$ cat config.mk
export PLATFORM = sky130hd
export DESIGN_NAME = gtc_timer
export DESIGN_NICKNAME = d
export VERILOG_FILES = /design/src/design/gtc_pkg.sv /design/src/design/gtc_timer.sv
export VERILOG_INCLUDE_DIRS = /design/src /design/src/design
export SDC_FILE = /design/constraint.sdc
export NUM_CORES = 1
export LEC_CHECK = 0
export ABC_AREA = 1
export ABC_CLOCK_PERIOD_IN_PS = 7150
export BUFFER_PORTS_ARGS = -buffer_cell sky130_fd_sc_hd__buf_2
export CORE_ASPECT_RATIO = 1.1
export CORE_UTILIZATION = 35
export CTS_CLUSTER_SIZE = 14
export DETAILED_ROUTE_END_ITERATION = 8
export MAX_ROUTING_LAYER = met4
export PLACE_DENSITY = 0.61
export SLEW_MARGIN = 20
export SYNTH_ARGS = -nofsm -noshare
export SYNTH_HDL_FRONTEND = slang
export SYNTH_SLANG_ARGS = --single-unit
$ cat constraint.sdc
create_clock -name i_core_clk -period 7.15 [get_ports i_core_clk]
set_input_delay 0.3575 -clock i_core_clk [delete_from_list [all_inputs] [get_ports i_core_clk]]
set_output_delay 0.3575 -clock i_core_clk [all_outputs]
set_load 0.1 [all_outputs]
$ cat src/design/gtc_defines.svh
// Operation
// - The reload register is 32 bits wide, writable, and supplies the counter's load value.
// - Any write to the 8-bit clear register reloads the counter from the reload register.
// - The live count is readable, and writes to its address do not touch the counter.
// - The capture register holds the count latched when the enabled selected event occurs.
// - Control bit 17 enables event capture; when it is clear nothing is captured.
// - Control bits 16 to 12 pick one of 32 event sources for capture.
// - Control bits 11 to 9 pick the source: 000 oscillator, 001 core clock, 010 or 011 secondary clock.
// - Control bit 8 set counts up and clear counts down, down being the reset state.
// - Control bit 7 enables counting and is clear after reset.
// - Control bit 6 set gives periodic mode with reload at rollover, clear gives free running.
// - Bits 5 to 4 pick binary 00, time of day to 23 hours 10, or to 255 hours 11.
// - Bits 3 to 0 divide the source by 1, 16, 256 or 32768 for codes 0000, 0100, 1000, 1111.
// - The counter reloads on overflow in periodic mode only, and in every mode at once on a write to the clear register.
// - A capture copies the count without disturbing the running counter.
// - A write to the clear register also clears the pending interrupt flag, unless a rollover occurs in the same cycle.
`ifndef GTC_DEFINES_SVH
`define GTC_DEFINES_SVH
`define GTC_ADDR_RELOAD 32'hFFFF0380
`define GTC_ADDR_COUNT 32'hFFFF0384
`define GTC_ADDR_CTL 32'hFFFF0388
`define GTC_ADDR_CLR 32'hFFFF038C
`define GTC_ADDR_CAP 32'hFFFF0390
`define GTC_RST_RELOAD 32'h00000000
`define GTC_RST_COUNT 32'h00000000
`define GTC_RST_CTL 32'h00000000
`define GTC_RST_CAP 32'h00000000
`define GTC_CTL_MASK 32'h0003FFFF
`define GTC_CAP_EN_BIT 17
`define GTC_EVSEL_HI 16
`define GTC_EVSEL_LO 12
`define GTC_SRC_HI 11
`define GTC_SRC_LO 9
`define GTC_UP_BIT 8
`define GTC_EN_BIT 7
`define GTC_PER_BIT 6
`define GTC_FMT_HI 5
`define GTC_FMT_LO 4
`define GTC_PRE_HI 3
`define GTC_PRE_LO 0
`define GTC_PRE_DIV1 4'h0
`define GTC_PRE_DIV16 4'h4
`define GTC_PRE_DIV256 4'h8
`define GTC_PRE_DIV32K 4'hF
`define GTC_LAST_DIV1 15'h0000
`define GTC_LAST_DIV16 15'h000F
`define GTC_LAST_DIV256 15'h00FF
`define GTC_LAST_DIV32K 15'h7FFF
`define GTC_HUND_MAX 8'h63
`define GTC_SEC_MAX 8'h3B
`define GTC_HRS_MAX23 8'h17
`define GTC_HRS_MAX255 8'hFF
`endif

$ cat src/design/gtc_pkg.sv
package gtc_pkg;
    typedef enum logic [1:0] {
        GTC_FMT_BIN,
        GTC_FMT_RSV,
        GTC_FMT_H23,
        GTC_FMT_H255
    } gtc_fmt_t;
    typedef enum logic [2:0] {
        GTC_SRC_OSC,
        GTC_SRC_CORE,
        GTC_SRC_SEC_A,
        GTC_SRC_SEC_B,
        GTC_SRC_NONE_4,
        GTC_SRC_NONE_5,
        GTC_SRC_NONE_6,
        GTC_SRC_NONE_7
    } gtc_src_t;
endpackage

$ cat src/design/gtc_timer.sv
// Our own choice: the plain strobed port.
`timescale 1ns/10ps
`include "gtc_defines.svh"
module gtc_timer
    import gtc_pkg::*;
(
    input wire logic i_core_clk,
    input wire logic i_nrst,
    input wire logic [31:0] i_addr,
    input wire logic [31:0] i_wdata,
    input wire logic i_wr,
    input wire logic i_rd,
    input wire logic i_osc_clk,
    input wire logic i_secondary_clock,
    input wire logic [31:0] i_events,
    output logic [31:0] o_rdata,
    output logic o_irq
);

    logic [31:0] reload_value_r;
    logic [31:0] current_count_r;
    logic [31:0] captured_count_r;
    logic [31:0] timer_control_r;
    logic [31:0] rdata_r;
    logic irq_r;
    logic osc_d_r;
    logic sec_d_r;
    logic [31:0] ev_d_r;
    logic [14:0] pre_cnt_r;
    logic [31:0] current_count_nxt;
    logic [32:0] step_w;
    logic src_tick;
    logic tick;
    logic wrap;
    logic clr_wr;
    logic cap_fire;
    logic [31:0] ev_rise;
    logic [4:0] ev_sel;
    logic cnt_en;
    logic cnt_up;
    logic periodic;
    gtc_fmt_t fmt;
    gtc_src_t src;

    // Last prescaler count before a tick; reserved codes act as divide by 1
    function automatic logic [14:0] div_last(input logic [3:0] code);
        logic [14:0] r;
        case (code)
            `GTC_PRE_DIV16: r = `GTC_LAST_DIV16;
            `GTC_PRE_DIV256: r = `GTC_LAST_DIV256;
            `GTC_PRE_DIV32K: r = `GTC_LAST_DIV32K;
            default: r = `GTC_LAST_DIV1;
        endcase
        return r;
    endfunction

    // One step of the hours:minutes:seconds:hundredths count, carry out on top
    function automatic logic [32:0] hms_step(input logic [31:0] v, input logic up,
                                             input logic [7:0] hmax);
        logic [31:0] r;
        logic c;
        logic [7:0] lim;
        logic [7:0] fld;
        r = v;
        c = 1'b1;
        for (int i = 0; i < 4; i++) begin
            lim = (i == 3) ? hmax : ((i == 0) ? `GTC_HUND_MAX : `GTC_SEC_MAX);
            fld = v[i*8 +: 8];
            if (c) begin
                if (up) begin
                    if (fld >= lim) begin
                        fld = 8'h00;
                    end else begin
                        fld = fld + 8'h01;
                        c = 1'b0;
                    end
                end else begin
                    if (fld == 8'h00) begin
                        fld = lim;
                    end else begin
                        fld = fld - 8'h01;
                        c = 1'b0;
                    end
                end
            end
            r[i*8 +: 8] = fld;
        end
        return {c, r};
    endfunction

    assign cnt_en = timer_control_r[`GTC_EN_BIT];
    assign cnt_up = timer_control_r[`GTC_UP_BIT];
    assign periodic = timer_control_r[`GTC_PER_BIT];
    assign fmt = gtc_fmt_t'(timer_control_r[`GTC_FMT_HI:`GTC_FMT_LO]);
    assign src = gtc_src_t'(timer_control_r[`GTC_SRC_HI:`GTC_SRC_LO]);
    assign ev_sel = timer_control_r[`GTC_EVSEL_HI:`GTC_EVSEL_LO];
    assign clr_wr = i_wr && (i_addr == `GTC_ADDR_CLR);
    assign ev_rise = i_events & ~ev_d_r;
    assign cap_fire = timer_control_r[`GTC_CAP_EN_BIT] && ev_rise[ev_sel];

    // Source selection; codes 1xx select nothing
    always_comb begin
        case (src)
            GTC_SRC_OSC: src_tick = i_osc_clk && !osc_d_r;
            GTC_SRC_CORE: src_tick = 1'b1;
            GTC_SRC_SEC_A, GTC_SRC_SEC_B: src_tick = i_secondary_clock && !sec_d_r;
            default: src_tick = 1'b0;
        endcase
    end

    // At or past the last count, so a smaller divide written mid-count still ticks
    assign tick = cnt_en && src_tick &&
                  (pre_cnt_r >= div_last(timer_control_r[`GTC_PRE_HI:`GTC_PRE_LO]));

    always_ff @(posedge i_core_clk or negedge i_nrst) begin
        if (!i_nrst) begin
            osc_d_r <= 1'b0;
            sec_d_r <= 1'b0;
            ev_d_r <= 32'h00000000;
        end else begin
            osc_d_r <= i_osc_clk;
            sec_d_r <= i_secondary_clock;
            ev_d_r <= i_events;
        end
    end

    // Prescaler runs only while counting is enabled
    always_ff @(posedge i_core_clk or negedge i_nrst) begin
        if (!i_nrst) begin
            pre_cnt_r <= 15'h0000;
        end else if (!cnt_en || tick) begin
            pre_cnt_r <= 15'h0000;
        end else if (src_tick) begin
            pre_cnt_r <= pre_cnt_r + 15'h0001;
        end
    end

    always_comb begin
        case (fmt)
            GTC_FMT_H23: step_w = hms_step(current_count_r, cnt_up, `GTC_HRS_MAX23);
            GTC_FMT_H255: step_w = hms_step(current_count_r, cnt_up, `GTC_HRS_MAX255);
            default: begin
                if (cnt_up) begin
                    step_w = {1'b0, current_count_r} + 33'h000000001;
                end else begin
                    step_w = {current_count_r == 32'h00000000, current_count_r - 32'h00000001};
                end
            end
        endcase
    end

    assign wrap = tick && step_w[32];

    always_comb begin
        current_count_nxt = current_count_r;
        if (clr_wr) begin
            current_count_nxt = reload_value_r;
        end else if (tick) begin
            if (wrap && periodic) begin
                current_count_nxt = reload_value_r;
            end else begin
                current_count_nxt = step_w[31:0];
            end
        end
    end

    // Writes to the count address are ignored
    always_ff @(posedge i_core_clk or negedge i_nrst) begin
        if (!i_nrst) begin
            current_count_r <= `GTC_RST_COUNT;
        end else begin
            current_count_r <= current_count_nxt;
        end
    end

    always_ff @(posedge i_core_clk or negedge i_nrst) begin
        if (!i_nrst) begin
            reload_value_r <= `GTC_RST_RELOAD;
        end else if (i_wr && (i_addr == `GTC_ADDR_RELOAD)) begin
            reload_value_r <= i_wdata;
        end
    end

    // Reserved control bits are not stored and read as zero
    always_ff @(posedge i_core_clk or negedge i_nrst) begin
        if (!i_nrst) begin
            timer_control_r <= `GTC_RST_CTL;
        end else if (i_wr && (i_addr == `GTC_ADDR_CTL)) begin
            timer_control_r <= i_wdata & `GTC_CTL_MASK;
        end
    end

    always_ff @(posedge i_core_clk or negedge i_nrst) begin
        if (!i_nrst) begin
            captured_count_r <= `GTC_RST_CAP;
        end else if (cap_fire) begin
            captured_count_r <= current_count_r;
        end
    end

    // A rollover in the same cycle as a clear keeps the flag set
    always_ff @(posedge i_core_clk or negedge i_nrst) begin
        if (!i_nrst) begin
            irq_r <= 1'b0;
        end else if (wrap) begin
            irq_r <= 1'b1;
        end else if (clr_wr) begin
            irq_r <= 1'b0;
        end
    end

    always_ff @(posedge i_core_clk or negedge i_nrst) begin
        if (!i_nrst) begin
            rdata_r <= 32'h00000000;
        end else if (i_rd) begin
            case (i_addr)
                `GTC_ADDR_RELOAD: rdata_r <= reload_value_r;
                `GTC_ADDR_COUNT: rdata_r <= current_count_r;
                `GTC_ADDR_CTL: rdata_r <= timer_control_r;
                `GTC_ADDR_CAP: rdata_r <= captured_count_r;
                default: rdata_r <= 32'h00000000;
            endcase
        end else begin
            rdata_r <= 32'h00000000;
        end
    end

    assign o_rdata = rdata_r;
    assign o_irq = irq_r;
endmodule

==> results by group <==
Finish
  • Final nets: 2094
  • Ant. Diodes: 0
  • Commonest non-fill, non-tap cell in the layout: nand2_1
  • Fraction of layout cells with a size suffix above 1: 10.7%
  • Footprint of the multi-input gates: 0.00663 mm2
  • Fillers: 3740
  • Area grow syn2layout: 12.1%
  • FF/Latch Area: 0.00491 mm2
  • Most frequent cells in the layout: nand2_1, nand3_1, nor2_1

Place
  • Placer congestion estimate: 0.978
  • Port bufs: 134
  • Placement Setup Slack: 3580 ps
  • HPWL after detailed placement: 30400 um

Die
  • Die X: 183 um
  • Starting Density: 35.8%
  • FP Rows: 72
  • # IOs: 135
  • Die height: 202 um
  • Core ar.: 0.0354 mm2
  • Die outline area: 0.0370 mm2

Drt
  • ANT nets after route: 0
  • TritonRoute pass-1 iters: 7
  • Final wirelength: 40900 um
  • Via density: 5.16
  • Routed len/inst: 16.6 um
  • Initial DRC Count: 1280
  • DR DRC count: 0
  • Vias: 12700

Timing
  • Fin Setup TNS: 0 ps
  • Normalized max-slew margin: 27.6%
  • Final hold violations: 4
  • Fin worst setup slack: 3570 ps
  • Max Clock Freq: 279 MHz
  • Worst hold margin: -15.3 ps
  • RSZ-0062 raised after global routing: no
  • Slew of the pin with the lowest slew margin: 1080 ps
  • Period utilisation layout: 50.1%
  • Layout Skew: 18.9 ps
  • Endpoints failing setup: 0
  • Fin crit period: 3580 ps
  • Slew Limit Fails: 0

Yosys
  • Mapped Cells: 1894
  • Compound-Gate Fraction of Synth Area: 6.75%
  • Synth area leader: dfrtp_1
  • Register area share after synthesis: 38.7%
  • Syn nets: 2022
  • Avg Cell Area, Syn: 6.69 um2
  • Largest family of logic cells by synthesized area: simple AND/OR/NAND/NOR gates
  • Top post-synthesis cells by area: dfrtp_1, nand2_1, nand3_1
  • Synthesized area: 0.0127 mm2
  • Xor-xnor portion of the synthesized cell area: 2.56%
  • Post-synthesis mux area share: 0%
  • Yosys cell types: 43
  • Synth Area in Simple Gates: 40.4%
  • Register bit count reported by yosys: 196
  • Synth top area share: 38.7%
  • Yosys warns: 0
  • Synthesized-area fraction occupied by adder cells: 2.57%

Global routing
  • Number of global-route vias before repair: 12200
  • Largest net degree at the start of global routing: 118
  • First-pass GRT wire length: 66000 um
  • Initial antenna violation count: 0
  • Total grt overflow: 0
  • Aggregate global-route resource usage: 23.4%

Setup path
  • Crit-path max FO: 16
  • Critical path startpoint category: register
  • Arrival time worst endpoint: 3920 ps
  • Reg2Reg Setup Slack: 3570 ps
  • Crit end category: register
  • Critical path class: reg2reg
  • Req. time, crit path: 7490 ps

Clock tree
  • TritonCTS clock tree: built
  • CTS Root Cell: clkbuf_16
  • Worst skew pair latency: 460 ps
  • PostCTS Resize Cnt: 0
  • Clock Tree Buf Depth: 2
  • Number of buffers created by CTS: 17
  • H-tree depth: 4
  • Postcts setup bufs: 0
  • Cts hold-fix bufs: 0
  • Clock transition at path regs: 80 ps
  • CTS Sinks: 196

Run status
  • Violated checks: hold timing
  • Outcome: finished, violations left

Worst hold path
  • Min-delay worst type: in2async

Pwr
  • Pwr dens: 152 mW/mm2
  • Static Leak: 0.00703 uW
  • Worst VDD drop: 0.160 mV
  • Power, Total: 2160 uW

Flow run
  • Max-capacitance violation count: 0
[worst max-delay path, cell delays in order (launching register included)]
cell,delay (ps)
dfrtp_1,400
inv_1,100
nor4_1,60
inv_1,190
nand2_1,110
a31oi_1,360
ha_1,340
a21oi_1,140
nand2_1,60
nand2_1,60
nand2_1,50
nand2_1,50
nand3_1,60
nand2_1,300
nand2_2,280
o21ai_1,410
inv_1,290
nand3_1,150
nand2_1,60
[final cells by class]
class	instances	area share (%)
repair buffers	145	5.54
clock inverters	14	1.01
multi-input cells	1421	46.7
well taps	481	4.24
clock buffers	18	3.02
flip-flops and latches	196	34.6
inverters	185	4.91
[cells by family after synthesis]
| family | count (synthesis) |
|---|---|
| AO/OA/AOI/OAI | 157 |
| AND/OR/NAND/NOR | 1201 |
| adder cells (fa/ha/maj) | 26 |
| flip-flops | 196 |
| buffers and inverters | 277 |
| XOR/XNOR | 37 |
[stage by stage]
step / std cells / instance area [um2] / utilization, %
floorplan: 1894 / 12700 / -
global placement: 2427 / 13600 / 38.4
detailed placement: 2427 / 13600 / 38.4
CTS: 2459 / 14200 / 40.0
global route: 2460 / 14200 / 40.1
finish: 2460 / 14200 / 40.1
[synthesized netlist by cell type, drive strengths merged]
cell type	number
nand2	639
nor2	244
nand3	234
dfrtp	196
inv	184
o21ai	100
buf	53
clkbuf	39
nand4	39
xor2	33
ha	26
a21oi	25
nor3	20
a31oi	17
nor4	8
nand3b	7
o211ai	6
o22ai	6
xnor2	4
nor3b	3
or2	3
nor4b	2
a22o	1
a41oi	1
and2	1
and3	1
clkinv	1
o31ai	1
[report_power, final]
part	switching, uW	internal, uW	leakage [uW]
Combinational	49.9	26.8	0.00411
Sequential	2.54	1120	0.00263
Clock	467	493	0.000281
[per-layer routing]
layer	track usage [%]	wire [um]	up-vias
met5	-	0	-
met4	7.44	960	0
met3	3.08	2000	59
met2	37.7	19700	370
met1	30.4	18200	6069
li1	-	-	6190
[final timing paths]
check	startpoint	to	cells past startpoint
worst max-delay path	timer_control_r[3]$_DFFE_PN0P_	current_count_r[17]$_DFFE_PN0P_	18
worst min-delay path	i_nrst	o_rdata[25]$_DFF_PN0_	1
max in group asynchronous	i_nrst	pre_cnt_r[0]$_DFFE_PN0P_	2
worst max register to register	timer_control_r[3]$_DFFE_PN0P_	current_count_r[17]$_DFFE_PN0P_	18
min in group i_core_clk	i_events[1]	ev_d_r[1]$_DFF_PN0_	1
worst min register to register	captured_count_r[4]$_DFFE_PN0P_	captured_count_r[4]$_DFFE_PN0P_	2
[flip-flops by register name (all words and copies together), names as in the netlist]
signal            flops
osc_d_r               1
ev_d_r               32
timer_control_r      18
sec_d_r               1
current_count_r      32
captured_count_r     32
pre_cnt_r            15
o_rdata              32
o_irq                 1
reload_value_r       32
Note: power is estimated with default switching activity, not from simulation.
